--- src/design/twi_cfg.svh ---
// Register map, field positions, reset values, status codes and timing
`ifndef TWI_CFG_SVH
`define TWI_CFG_SVH
`define TWI_ADR_CTL 8'h93
`define TWI_ADR_STS 8'h94
`define TWI_ADR_DAT 8'h95
`define TWI_ADR_OWN 8'h96
`define TWI_ADR_IST 8'h97
`define TWI_ADR_IMSK 8'h98
`define TWI_CTL_RATE2 7
`define TWI_CTL_EN 6
`define TWI_CTL_START_REQ 5
`define TWI_CTL_STOP_REQ 4
`define TWI_CTL_SI 3
`define TWI_CTL_ACK_ASSERT 2
`define TWI_CTL_RATE1 1
`define TWI_CTL_RATE0 0
`define TWI_OWN_GCEN 0
`define TWI_IST_SRV 0
`define TWI_IST_ERR 1
`define TWI_IST_ARB 2
`define TWI_RST_CTL 8'h00
`define TWI_RST_STS 8'hF8
`define TWI_RST_OWN 8'hFE
`define TWI_SC_BUSERR 8'h00
`define TWI_SC_START 8'h08
`define TWI_SC_RSTART 8'h10
`define TWI_SC_MT_ADDR_ACK 8'h18
`define TWI_SC_MT_ADDR_NACK 8'h20
`define TWI_SC_MT_DAT_ACK 8'h28
`define TWI_SC_MT_DAT_NACK 8'h30
`define TWI_SC_ARB 8'h38
`define TWI_SC_MR_ADDR_ACK 8'h40
`define TWI_SC_MR_ADDR_NACK 8'h48
`define TWI_SC_MR_DAT_ACK 8'h50
`define TWI_SC_MR_DAT_NACK 8'h58
`define TWI_SC_SR_ADDR 8'h60
`define TWI_SC_SR_GCALL 8'h70
`define TWI_SC_SR_DAT_ACK 8'h80
`define TWI_SC_SR_DAT_NACK 8'h88
`define TWI_SC_SR_GC_ACK 8'h90
`define TWI_SC_SR_GC_NACK 8'h98
`define TWI_SC_SR_STOP 8'hA0
`define TWI_SC_ST_ADDR 8'hA8
`define TWI_SC_ST_DAT_ACK 8'hB8
`define TWI_SC_ST_DAT_NACK 8'hC0
`define TWI_SC_ST_LAST_ACK 8'hC8
`define TWI_CLK_NS 10
`define TWI_QTR_NS 625
`endif

--- src/design/twi_pkg.sv ---
// Types shared by the two-wire register block and its synchroniser
package twi_pkg;
	typedef enum logic [2:0] {
		ST_IDLE,
		ST_START,
		ST_MBYTE,
		ST_WAIT,
		ST_STOP,
		ST_SBYTE
	} st_t;

	typedef struct packed {
		st_t st;
		logic [7:0] ctl;
		logic [7:0] sdat;
		logic [7:0] own;
		logic [7:0] code;
		logic [7:0] rdat;
		logic [7:0] sh;
		logic [2:0] ist;
		logic [2:0] imask;
		logic [1:0] ph;
		logic [3:0] bcnt;
		logic [15:0] div;
		logic mst;
		logic tx;
		logic first;
		logic rw;
		logic gcall;
		logic ackd;
		logic busy;
		logic scl_oe;
		logic sda_oe;
		logic pin_lvl;
		logic prv_scl;
		logic prv_sda;
		logic irq;
	} state_t;

	typedef struct packed {
		logic [1:0] meta;
		logic [1:0] sync;
	} sync_t;
endpackage

--- src/design/pin_if.sv ---
`timescale 1ns/100ps
// Raw and synchronised bus pin levels between core and synchroniser
interface pin_if;
	logic scl_raw;
	logic sda_raw;
	logic scl_s;
	logic sda_s;
	modport sync (input scl_raw, input sda_raw, output scl_s, output sda_s);
	modport core (output scl_raw, output sda_raw, input scl_s, input sda_s);
endinterface

--- src/design/pin_sync.sv ---
`timescale 1ns/100ps
// Two-stage synchroniser for the clock and data pins
module pin_sync (
	input wire logic clk_i,
	input wire logic sys_rst_i,
	pin_if.sync pins
);
	twi_pkg::sync_t q;
	twi_pkg::sync_t d;

	always_comb begin
		d.meta = {pins.scl_raw, pins.sda_raw};
		d.sync = q.meta;
	end

	always_ff @(posedge clk_i) begin
		if (sys_rst_i) begin
			q <= '1;
		end else begin
			q <= d;
		end
	end

	assign pins.scl_s = q.sync[1];
	assign pins.sda_s = q.sync[0];
endmodule

--- src/design/twi_regs.sv ---
// Implementation choice: the plain strobed port.
`timescale 1ns/100ps
// Two-wire bus controller with its software register set
`include "twi_cfg.svh"
module twi_regs #(
	parameter int QTR_CYC = `TWI_QTR_NS / `TWI_CLK_NS
) (
	input wire logic clk_i,
	input wire logic sys_rst_i,
	input wire logic [7:0] addr_i,
	input wire logic [7:0] wr_data_i,
	input wire logic wr_i,
	input wire logic rd_i,
	output logic [7:0] rd_data_o,
	input wire logic scl_i,
	output logic scl_o,
	output logic scl_oe_o,
	input wire logic sda_i,
	output logic sda_o,
	output logic sda_oe_o,
	output logic irq_o
);
	twi_pkg::state_t q;
	twi_pkg::state_t d;
	logic scl_s;
	logic sda_s;
	logic start_det;
	logic stop_det;
	logic scl_rise;
	logic scl_fall;
	logic tick;
	logic set_si;
	logic ev_err;
	logic ev_arb;
	logic match;
	logic [2:0] rate;
	logic [3:0] nb;
	logic [15:0] reload;

	////////////////////////////////////////////////////////////////////////
	// Pin synchronisation

	pin_if pins();
	assign pins.scl_raw = scl_i;
	assign pins.sda_raw = sda_i;
	assign scl_s = pins.scl_s;
	assign sda_s = pins.sda_s;

	pin_sync u_sync (
		.clk_i(clk_i),
		.sys_rst_i(sys_rst_i),
		.pins(pins)
	);

	////////////////////////////////////////////////////////////////////////
	// Bus events and rate divider

	assign start_det = q.prv_sda & ~sda_s & scl_s & q.prv_scl;
	assign stop_det = ~q.prv_sda & sda_s & scl_s & q.prv_scl;
	assign scl_rise = scl_s & ~q.prv_scl;
	assign scl_fall = ~scl_s & q.prv_scl;
	assign rate = {q.ctl[`TWI_CTL_RATE2], q.ctl[`TWI_CTL_RATE1],
		q.ctl[`TWI_CTL_RATE0]};
	assign reload = (16'(QTR_CYC) << rate) - 16'h0001;
	assign tick = q.div == 16'h0000;
	assign match = q.ctl[`TWI_CTL_ACK_ASSERT] &
		((q.sh[7:1] == q.own[7:1]) |
		(q.own[`TWI_OWN_GCEN] & (q.sh == 8'h00)));
	assign nb = q.bcnt + 4'h1;

	////////////////////////////////////////////////////////////////////////
	// Next state

	always_comb begin
		d = q;
		set_si = 1'b0;
		ev_err = 1'b0;
		ev_arb = 1'b0;
		d.rdat = 8'h00;
		d.prv_scl = scl_s;
		d.prv_sda = sda_s;
		if (start_det) begin
			d.busy = 1'b1;
		end else if (stop_det) begin
			d.busy = 1'b0;
		end

		// Register port
		if (wr_i) begin
			case (addr_i)
				`TWI_ADR_CTL: begin
					d.ctl = wr_data_i;
					d.ctl[`TWI_CTL_SI] = wr_data_i[`TWI_CTL_SI] &
						q.ctl[`TWI_CTL_SI];
				end
				`TWI_ADR_DAT: d.sdat = wr_data_i;
				`TWI_ADR_OWN: d.own = wr_data_i;
				`TWI_ADR_IST: d.ist = q.ist & ~wr_data_i[2:0];
				`TWI_ADR_IMSK: d.imask = wr_data_i[2:0];
				default: ;
			endcase
		end
		if (rd_i) begin
			case (addr_i)
				`TWI_ADR_CTL: d.rdat = q.ctl;
				`TWI_ADR_STS: d.rdat = {q.code[7:3], 3'b000};
				`TWI_ADR_DAT: d.rdat = q.sdat;
				`TWI_ADR_OWN: d.rdat = q.own;
				`TWI_ADR_IST: d.rdat = {5'h00, q.ist};
				`TWI_ADR_IMSK: d.rdat = {5'h00, q.imask};
				default: d.rdat = 8'h00;
			endcase
		end

		// Quarter-bit divider runs only in master bus phases
		if (q.st == twi_pkg::ST_START || q.st == twi_pkg::ST_MBYTE ||
			q.st == twi_pkg::ST_STOP) begin
			d.div = tick ? reload : q.div - 16'h0001;
		end else begin
			d.div = reload;
		end

		if (!q.ctl[`TWI_CTL_EN]) begin
			d.st = twi_pkg::ST_IDLE;
			d.scl_oe = 1'b0;
			d.sda_oe = 1'b0;
			d.mst = 1'b0;
		end else begin
			case (q.st)
				twi_pkg::ST_IDLE: begin
					if (q.ctl[`TWI_CTL_START_REQ] && !q.busy &&
						!q.ctl[`TWI_CTL_SI]) begin
						d.st = twi_pkg::ST_START;
						d.ph = 2'd0;
					end else if (start_det &&
						q.ctl[`TWI_CTL_ACK_ASSERT]) begin
						d.st = twi_pkg::ST_SBYTE;
						d.bcnt = 4'hF;
						d.first = 1'b1;
						d.tx = 1'b0;
						d.gcall = 1'b0;
					end
				end
				twi_pkg::ST_START: begin
					if (tick) begin
						case (q.ph)
							2'd0: begin
								d.sda_oe = 1'b0;
								d.ph = 2'd1;
							end
							2'd1: begin
								d.scl_oe = 1'b0;
								d.ph = 2'd2;
							end
							2'd2: begin
								if (scl_s) begin
									d.sda_oe = 1'b1;
									d.ph = 2'd3;
								end
							end
							default: begin
								d.scl_oe = 1'b1;
								d.ph = 2'd0;
								d.code = q.mst ? `TWI_SC_RSTART :
									`TWI_SC_START;
								d.mst = 1'b1;
								d.first = 1'b1;
								d.st = twi_pkg::ST_WAIT;
								set_si = 1'b1;
							end
						endcase
					end
				end
				twi_pkg::ST_MBYTE: begin
					if (start_det || stop_det) begin
						ev_err = 1'b1;
					end else if (tick) begin
						case (q.ph)
							2'd0: begin
								if (q.bcnt < 4'd8) begin
									d.sda_oe = q.tx & ~q.sh[7];
								end else begin
									d.sda_oe = ~q.tx &
										q.ctl[`TWI_CTL_ACK_ASSERT];
								end
								d.ph = 2'd1;
							end
							2'd1: begin
								d.scl_oe = 1'b0;
								d.ph = 2'd2;
							end
							2'd2: begin
								if (scl_s) begin
									d.ph = 2'd3;
									if (q.bcnt == 4'd8) begin
										d.ackd = ~sda_s;
									end else if (q.tx && !q.sda_oe &&
										!sda_s) begin
										ev_arb = 1'b1;
									end else begin
										d.sh = {q.sh[6:0], sda_s};
									end
								end
							end
							default: begin
								d.scl_oe = 1'b1;
								d.ph = 2'd0;
								if (q.bcnt != 4'd8) begin
									d.bcnt = nb;
								end else begin
									d.sda_oe = 1'b0;
									d.st = twi_pkg::ST_WAIT;
									d.first = 1'b0;
									set_si = 1'b1;
									if (q.first) begin
										d.tx = ~q.rw;
										if (q.rw) begin
											d.code = q.ackd ?
												`TWI_SC_MR_ADDR_ACK :
												`TWI_SC_MR_ADDR_NACK;
										end else begin
											d.code = q.ackd ?
												`TWI_SC_MT_ADDR_ACK :
												`TWI_SC_MT_ADDR_NACK;
										end
									end else if (q.tx) begin
										d.code = q.ackd ?
											`TWI_SC_MT_DAT_ACK :
											`TWI_SC_MT_DAT_NACK;
									end else begin
										d.sdat = q.sh;
										d.code = q.ctl[`TWI_CTL_ACK_ASSERT] ?
											`TWI_SC_MR_DAT_ACK :
											`TWI_SC_MR_DAT_NACK;
									end
								end
							end
						endcase
					end
				end
				twi_pkg::ST_WAIT: begin
					d.scl_oe = 1'b1;
					if (!q.ctl[`TWI_CTL_SI]) begin
						d.ph = 2'd0;
						d.bcnt = 4'd0;
						if (q.mst && q.ctl[`TWI_CTL_STOP_REQ]) begin
							d.st = twi_pkg::ST_STOP;
						end else if (q.mst && q.ctl[`TWI_CTL_START_REQ]) begin
							d.st = twi_pkg::ST_START;
						end else begin
							d.sh = q.sdat;
							if (q.first) begin
								d.rw = q.sdat[0];
							end
							if (q.mst) begin
								d.st = twi_pkg::ST_MBYTE;
								d.tx = q.first | q.tx;
							end else begin
								d.st = twi_pkg::ST_SBYTE;
								d.scl_oe = 1'b0;
								d.sda_oe = q.tx & ~q.sdat[7];
							end
						end
					end
				end
				twi_pkg::ST_STOP: begin
					if (tick) begin
						case (q.ph)
							2'd0: begin
								d.sda_oe = 1'b1;
								d.ph = 2'd1;
							end
							2'd1: begin
								d.scl_oe = 1'b0;
								d.ph = 2'd2;
							end
							2'd2: begin
								if (scl_s) begin
									d.sda_oe = 1'b0;
									d.ph = 2'd3;
								end
							end
							default: begin
								d.ph = 2'd0;
								d.ctl[`TWI_CTL_STOP_REQ] = 1'b0;
								d.mst = 1'b0;
								d.code = `TWI_RST_STS;
								d.st = twi_pkg::ST_IDLE;
							end
						endcase
					end
				end
				twi_pkg::ST_SBYTE: begin
					if ((start_det || stop_det) &&
						(q.bcnt == 4'd0 || q.bcnt == 4'hF)) begin
						d.sda_oe = 1'b0;
						if (!q.first) begin
							d.code = `TWI_SC_SR_STOP;
							set_si = 1'b1;
						end
						d.st = start_det && q.ctl[`TWI_CTL_ACK_ASSERT] ?
							twi_pkg::ST_SBYTE : twi_pkg::ST_IDLE;
						d.bcnt = 4'hF;
						d.first = 1'b1;
						d.tx = 1'b0;
					end else if (start_det || stop_det) begin
						ev_err = 1'b1;
					end else if (scl_rise) begin
						if (q.bcnt == 4'd8) begin
							d.ackd = ~sda_s;
						end else if (q.bcnt < 4'd8) begin
							d.sh = {q.sh[6:0], sda_s};
						end
					end else if (scl_fall) begin
						if (q.bcnt != 4'd8) begin
							d.bcnt = nb;
							if (nb < 4'd8) begin
								d.sda_oe = q.tx & ~q.sh[7];
							end else if (q.tx) begin
								d.sda_oe = 1'b0;
							end else if (q.first) begin
								d.sda_oe = match;
								if (!match) begin
									d.st = twi_pkg::ST_IDLE;
								end
							end else begin
								d.sda_oe = q.ctl[`TWI_CTL_ACK_ASSERT];
							end
						end else begin
							d.sda_oe = 1'b0;
							d.scl_oe = 1'b1;
							d.st = twi_pkg::ST_WAIT;
							set_si = 1'b1;
							if (q.first) begin
								d.first = 1'b0;
								d.gcall = q.sh == 8'h00;
								d.tx = q.sh[0] & (q.sh != 8'h00);
								if (q.sh == 8'h00) begin
									d.code = `TWI_SC_SR_GCALL;
								end else begin
									d.code = q.sh[0] ? `TWI_SC_ST_ADDR :
										`TWI_SC_SR_ADDR;
								end
							end else if (q.tx) begin
								if (!q.ackd) begin
									d.code = `TWI_SC_ST_DAT_NACK;
								end else begin
									d.code = q.ctl[`TWI_CTL_ACK_ASSERT] ?
										`TWI_SC_ST_DAT_ACK :
										`TWI_SC_ST_LAST_ACK;
								end
								if (!q.ackd ||
									!q.ctl[`TWI_CTL_ACK_ASSERT]) begin
									d.scl_oe = 1'b0;
									d.st = twi_pkg::ST_IDLE;
								end
							end else begin
								d.sdat = q.sh;
								if (q.gcall) begin
									d.code = q.ctl[`TWI_CTL_ACK_ASSERT] ?
										`TWI_SC_SR_GC_ACK :
										`TWI_SC_SR_GC_NACK;
								end else begin
									d.code = q.ctl[`TWI_CTL_ACK_ASSERT] ?
										`TWI_SC_SR_DAT_ACK :
										`TWI_SC_SR_DAT_NACK;
								end
							end
						end
					end
				end
				default: d.st = twi_pkg::ST_IDLE;
			endcase
			if (ev_err || ev_arb) begin
				d.scl_oe = 1'b0;
				d.sda_oe = 1'b0;
				d.mst = 1'b0;
				d.st = twi_pkg::ST_IDLE;
				d.ph = 2'd0;
				d.code = ev_err ? `TWI_SC_BUSERR : `TWI_SC_ARB;
				set_si = 1'b1;
			end
			if (ev_err) begin
				d.ctl[`TWI_CTL_STOP_REQ] = 1'b0;
			end
		end

		// Hardware set wins over a simultaneous software clear
		if (set_si) begin
			d.ctl[`TWI_CTL_SI] = 1'b1;
		end
		d.ist = d.ist | {ev_arb, ev_err, set_si};
		d.irq = |(d.ist & d.imask);
	end

	////////////////////////////////////////////////////////////////////////
	// State register

	always_ff @(posedge clk_i) begin
		if (sys_rst_i) begin
			q <= '0;
			q.ctl <= `TWI_RST_CTL;
			q.code <= `TWI_RST_STS;
			q.own <= `TWI_RST_OWN;
			q.prv_scl <= 1'b1;
			q.prv_sda <= 1'b1;
		end else begin
			q <= d;
		end
	end

	assign rd_data_o = q.rdat;
	assign scl_o = q.pin_lvl;
	assign scl_oe_o = q.scl_oe;
	assign sda_o = q.pin_lvl;
	assign sda_oe_o = q.sda_oe;
	assign irq_o = q.irq;
endmodule

--- config.mk ---
export PLATFORM = sky130hd
export DESIGN_NAME = twi_regs
export DESIGN_NICKNAME = d
export VERILOG_FILES = /design/src/design/twi_pkg.sv /design/src/design/pin_if.sv /design/src/design/pin_sync.sv /design/src/design/twi_regs.sv
export VERILOG_INCLUDE_DIRS = /design/src /design/src/design
export SDC_FILE = /design/constraint.sdc
export NUM_CORES = 1
export LEC_CHECK = 0
export BUFFER_PORTS_ARGS = -buffer_cell sky130_fd_sc_hd__clkbuf_2
export CORE_UTILIZATION = 34
export CTS_CLUSTER_DIAMETER = 40
export DETAILED_ROUTE_END_ITERATION = 6
export HOLD_SLACK_MARGIN = 0.15
export SLEW_MARGIN = 20
export SYNTH_ARGS = -nofsm -noshare
export SYNTH_HDL_FRONTEND = slang
export SYNTH_HIERARCHICAL = 1
export SYNTH_SLANG_ARGS = --single-unit
--- constraint.sdc ---
create_clock -name clk_i -period 2.4 [get_ports clk_i]
set_input_delay 0.48 -clock clk_i [delete_from_list [all_inputs] [get_ports clk_i]]
set_output_delay 0.48 -clock clk_i [all_outputs]
set_load 0.005 [all_outputs]
=== Word-level counts from Yosys, hierarchy flattened ===
Cells that the tools add are included.

* $add $sub $neg: 3
* $lt $le $gt $ge: 2
* Equal/unequal tests: 79
* Shifts and indexed selects: 1
* Mux-type cells: 224
* Bitwise logic cells: 34
* Reduce and logical (&&, ||, !) cells: 61

{| class="wikitable"
|+ Operator list
! kind !! number
|-
| 2-to-1 mux 8 bit || 47
|-
| 2-to-1 mux 3 bit || 26
|-
| 2-to-1 mux 1 bit || 70
|-
| 2-to-1 mux 2 bit || 32
|-
| inequality test 2 bit, second input constant || 28
|-
| == test 8 bit, second input constant || 6
|-
| 2-to-1 mux 4 bit || 12
|-
| one-hot mux 8 bit (6 select lines) || 1
|-
| inequality test 4 bit, second input constant || 10
|-
| 2-to-1 mux 6 bit || 6
|-
| AND reduction 18 bit || 2
|-
| inequality test 3 x 2 -> 1 bit, second input constant || 11
|-
| 2-to-1 mux 16 bit || 2
|-
| one-hot mux 8 bit (4 select lines) || 1
|-
| subtractor 16 x 1 -> 16 bit, second input constant || 2
|-
| 2-to-1 mux 7 bit || 4
|-
| inequality test 3 bit, second input constant || 8
|-
| one-hot mux 8 bit (3 select lines) || 1
|-
| AND reduction 11 bit || 2
|-
| 2-to-1 mux 21 bit || 1
|-
| 2-to-1 mux 5 bit || 4
|-
| one-hot mux 3 bit (6 select lines) || 1
|-
| AND reduction 17 bit || 1
|-
| logical NOT 16 bit || 1
|-
| other kinds (49) || 125
|}

* Register bits after elaboration: 95
* Bits of input ports: 22
* Output and inout port bits: 13
* Word-level logic and storage cells: 432

=== Logic depth before layout (Yosys ltp) ===
* Word-level depth: 17
* Gate-level depth with buffers: 10
* Depth with buffers taken out: 8

=== By module ===
The synthesis kept the hierarchy.

{| class="wikitable"
|+ By module, submodules not included
! module !! instances !! cells each !! area an instance (µm²)
|-
| twi_regs || 1 || 716 || 5,800.6
|-
| pin_sync || 1 || 8 || 105.1
|}

=== Least setup slack after synthesis ===
No wires, ideal clock.

* Path type: in2reg
* Start point: input port addr_i[6]
* End point: register q[74] in the netlist's numbering
* Setup time: 132 ps
* Arrival: 2,008 ps
* Slack: 259 ps
* Stages on the path: 6
* Cell sequence: nand4bb_1 -> nor3b_1 -> nand3_1 -> mux2_2 -> o21ai_0 -> a21oi_1

* Word-level cells in the longest chain between the ends: 12
* Elaborated cells on any way between the ends: 15
* Those cells by class: eq/ne: 1; mux: 14

{| class="wikitable"
|+ Ends and longest elaborated chain
! item !! line !! source
|-
| start, declared || twi_regs.sv:10 || <nowiki>input wire logic [7:0] addr_i,</nowiki>
|-
| == test 8 bit (*) || twi_regs.sv:90 || <nowiki>case (addr_i)</nowiki>
|-
| 2-to-1 mux 8 bit (*) || twi_regs.sv:90 ||
|-
| 2-to-1 mux 21 bit (*) || twi_regs.sv:89 || <nowiki>if (wr_i) begin</nowiki>
|-
| 2-to-1 mux 8 bit || twi_regs.sv:226, twi_regs.sv:344 ||
|-
| 2-to-1 mux 8 bit || twi_regs.sv:334 || <nowiki>if (q.first) begin</nowiki>
|-
| 2-to-1 mux 8 bit || twi_regs.sv:208 || <nowiki>if (q.bcnt != 4'd8) begin</nowiki>
|-
| 2-to-1 mux 8 bit || twi_regs.sv:314 || <nowiki>end else if (scl_fall) begin</nowiki>
|-
| 2-to-1 mux 8 bit || twi_regs.sv:308 || <nowiki>end else if (scl_rise) begin</nowiki>
|-
| 2-to-1 mux 8 bit || twi_regs.sv:306 || <nowiki>end else if (start_det || stop_det) begin</nowiki>
|-
| 2-to-1 mux 8 bit || twi_regs.sv:294 || <nowiki>if ((start_det || stop_det) &&</nowiki>
|-
| one-hot mux 8 bit (2 select lines) || twi_regs.sv:129 || <nowiki>case (q.st)</nowiki>
|-
| 2-to-1 mux 8 bit (*) || twi_regs.sv:123 || <nowiki>if (!q.ctl[`TWI_CTL_EN]) begin</nowiki>
|-
| end, declared || twi_regs.sv:23 || <nowiki>twi_pkg::state_t q;</nowiki>
|}

Mark *: on every way between the ends. The rest lies on a longest branch, timed or not. The select of a mux whose other input is x is not followed.
A chain may end at the register's enable or synchronous reset.

=== Worst setup path in the final report ===
* Start point: register q[29] in the netlist's numbering
* End point: register q[62] in the netlist's numbering

* Word-level cells in the longest chain between the ends: 11
* Elaborated cells on any way between the ends: 36
* Those cells by class: eq/ne: 16; mux: 14; reduce/logical: 6

{| class="wikitable"
|+ Ends and longest elaborated chain
! item !! line !! source
|-
| == test 4 bit || twi_regs.sv:195 || <nowiki>if (q.bcnt == 4'd8) begin</nowiki>
|-
| 2-to-1 mux 1 bit || twi_regs.sv:195 ||
|-
| 2-to-1 mux 1 bit || twi_regs.sv:193 || <nowiki>if (scl_s) begin</nowiki>
|-
| 2-to-1 mux 1 bit || twi_regs.sv:178 || <nowiki>case (q.ph)</nowiki>
|-
| 2-to-1 mux 1 bit || twi_regs.sv:177 || <nowiki>end else if (tick) begin</nowiki>
|-
| 2-to-1 mux 1 bit || twi_regs.sv:175 || <nowiki>if (start_det || stop_det) begin</nowiki>
|-
| 2-to-1 mux 1 bit || twi_regs.sv:129 ||
|-
| 2-to-1 mux 1 bit || twi_regs.sv:123 ||
|-
| logical OR 1 bit || twi_regs.sv:374 || <nowiki>if (ev_err || ev_arb) begin</nowiki>
|-
| inequality test 4 bit (no source line), or another cell as far along || - ||
|-
| AND reduction 15 bit (no source line) || - ||
|}

Parallel ways exist; a longest one is shown, timed or not. The select of a mux whose other input is x is not followed.

==> results.md <==
- IO Count: 35
- Root Buffer: clkbuf_16
- WP data required: 2670 ps
- CP bufs+invs: 1
- Crit Path Max Fanout: 8
- Max Clk Rate: 449 MHz
- Final min period: 2230 ps
- Post-CTS Hold Buffers: 0
- Tot Pwr: 0.00317 W
- Vias in the first global route: 5425
- Hold WC Path Type: in2reg
- Slowest cell on crit path: dfxtp_1
- Antenna cells: 0
- Crit path launch type: flop
- M1 GR Usage: 29.2%
- Share of post-route cells with drive strength above 1: 19.3%
- Status: finished clean
- TritonCTS Sinks: 92
- Vias/cell: 5.75
- Pre-antenna DRT Iters: 5
- # rows: 47
- H-tree levels: 3
- Unique masters post-synth: 81
- Final HPWL DP: 13900 um
- Synth Cell Area: 0.00591 sq mm
- Worst slew margin: 38.0%
- Area of the core: 0.0168 sq mm
- Final Skew: 12.0 ps
- CTS buffer count: 9
- Final wirelength: 18400 um
- Setup violators final: 0
- Setup TNS: 0 ps
- RSZ-0062 raised after global routing: false
- Met3 usage in global routing: 2.99%
- Seq pwr share: 48.8%
- Post-synth EDFFs: 0
- Clock Power Share: 46.2%
- Port bufs: 32
- Async SR Flop Fraction: 0%
- Sw power: 0.000756 W
- Critical path type: reg2reg
- Cells after Synth: 724
- Largest net degree at the start of global routing: 32
- Initial antenna violation count: 0
- Comb power frac: 5.0%
- Yosys warns: 6
- Final #Nets: 811
- Seq/Total Area, Yosys: 31.2%
- Iteration-0 DRC Markers: 579
- Pwr dens: 461 mW/mm^2
- First-pass GRT wire length: 29700 um
- Filler cell count: 1699
- Wirelength per Cell: 18.3 um
- Full die area: 0.0179 sq mm
- Least-Margin Pin Slew: 916 ps
- Post_cts resized: 0
- # DRC: 0
- Mean Syn Cell Area: 8.16 sq um
- Top_reg_cell synth: dfxtp_1
- Die X: 134 um
- Cell family with most CP delay: compound AO/OA/AOI/OAI gates
- Pins over their slew limit: 0
- CP endpoint kind: flop
- Share of the synthesized area in the top cell type: 31.2%
- Most Crowded Layer GR: met2
- CTS tree: built
- Fin. Hold Viols: 0
- Fin crit share: 92.9%
- Cell taking the most area after synthesis: dfxtp_1
- Worst path cell trace: inv_1 > ha_1 > and3b_1 > a32oi_1 > a21oi_1 > a211oi_1 > nand2b_2 > mux2i_1
- Data arrival, critical path: 2500 ps
- Max_cap viols: 0
- Switching Share: 23.8%
- GRT met2 Usage: 33.0%
- Starting Density: 35.2%
- Routability cong.: 0.981
- Die Ht: 134 um
- CP peak stage delay: 360 ps
- Area grow syn2layout: 16.5%
- Antenna-violating nets left: 0
- Yosys reg bits: 92
- CTS clk-pin slew, worst paths: 60 ps
- Internal: 0.00241 W
- Vias: 5760
- Post-CTS setup-driven buffer insertion count: 0
- Top post-synthesis cells by area: dfxtp_1, mux2i_1, a21oi_1
- Total grt overflow: 0
- CTS Buffer Depth: 2
- Clock latency on the worst-skew pair: 350 ps
- Static leakage: 2.68 nW
- Post-layout util: 41.1%
- Tot GR Track Use: 21.1%
- Peak supply drop: 308 uV
-- flip-flops by register name, summed over array words and instances (netlist names) --
signal	cells
sda_oe_o	1
u_sync/d	2
q	77
scl_oe_o	1
u_sync/pins.sda_s	1
irq_o	1
u_sync/pins.scl_s	1
rd_data_o	8
-- layout make-up --
| cell class | instances | area, sq um | area share [%] |
|---|---|---|---|
| Multi-Input combinational cell | 558 | 3730 | 54.3 |
| Sequential cell | 92 | 1840 | 26.8 |
| Tap cell | 220 | 275 | 4.00 |
| Timing Repair Buffer | 97 | 661 | 9.60 |
| Inverter | 19 | 71.3 | 1.04 |
| Clock buffer | 10 | 229 | 3.33 |
| Clock inverter | 6 | 68.8 | 1.00 |
-- cell usage after synthesis (all sizes together) (9+ instances only) --
library cell / count
a211oi: 18
a21oi: 51
a22oi: 10
buf: 32
clkbuf: 24
dfxtp: 92
ha: 12
inv: 19
mux2: 11
mux2i: 34
nand2: 66
nand2b: 10
nand3: 24
nand4: 11
nor2: 57
nor3: 29
nor4: 9
o21ai: 43
xnor2: 10
xor2: 18
-- cell usage in the layout (no fill, tap or decap), drive strengths merged, types with 11 or more instances in the layout --
cell and instances:
nor3 29, o21ai 43, a21oi 51, a211oi 18
mux2i 34, buf 65, nand3 24, xor2 18
nand2 66, inv 22, dfxtp 92, nand4 11
clkbuf 42, mux2 11, ha 12, nor2 57
-- through the flow --
| step | setup WS, ps | hold slack (ps) | area (sq um) | instances |
|---|---|---|---|---|
| 6_report | 171 | 308 | 6880 | 1002 |
| 5_1_grt | 7.18 | 318 | 6880 | 1002 |
| 4_1_cts | 42.4 | 300 | 6850 | 1002 |
| 3_5_place_dp | 47.1 | 392 | 6560 | 986 |
| 3_3_place_gp | 111 | 390 | 6560 | 986 |
| 2_1_floorplan | 259 | 383 | 5910 | 725 |
-- cell families after synthesis --
| family | count (synthesis) | synth area share [%] |
|---|---|---|
| and+or+nand+nor | 272 | 25.0 |
| AOI/OAI and AO/OA | 198 | 22.9 |
| DFF | 92 | 31.2 |
| buffers and inverters | 75 | 6.12 |
| muxes | 45 | 7.86 |
| xor gates and xnor gates | 28 | 4.15 |
| adders and majority gates | 13 | 2.71 |
| other | 1 | 0.0635 |
-- final timing paths --
check        slack (ps)                    from  cells past startpoint                      endpoint
min                 310                   sda_i                      2        u_sync/d[0]$_SDFF_PP1_
max reg2reg         170      q[29]$_SDFFE_PP0P_                      8            q[62]$_SDFFE_PP1P_
min reg2reg         410  u_sync/d[1]$_SDFF_PP1_                      1  u_sync/pins.scl_s$_SDFF_PP1_
max                 170      q[29]$_SDFFE_PP0P_                      8            q[62]$_SDFFE_PP1P_
-- routing by layer --
| layer | vias up | part of all wire [%] | wire (um) |
|---|---|---|---|
| li1 | 2765 | - | - |
| met5 | - | 0 | 0 |
| met4 | 0 | 2.3 | 426 |
| met1 | 2726 | 44 | 8090 |
| met3 | 45 | 6.7 | 1230 |
| met2 | 224 | 47 | 8600 |
-- power groups by stage --
stage | Combinational [W] | Clock (W) | Sequential [W]
4_1_cts | 0.000156 | 0.00149 | 0.00155
3_5_place_dp | 0.000155 | 0 | 0.00158
5_1_grt | 0.000172 | 0.00154 | 0.00155
3_3_place_gp | 0.000156 | 0 | 0.00158
2_1_floorplan | 0.0000845 | 0 | 0.00158
6_report | 0.000159 | 0.00146 | 0.00155
Note: power is estimated with default switching activity, not from simulation.
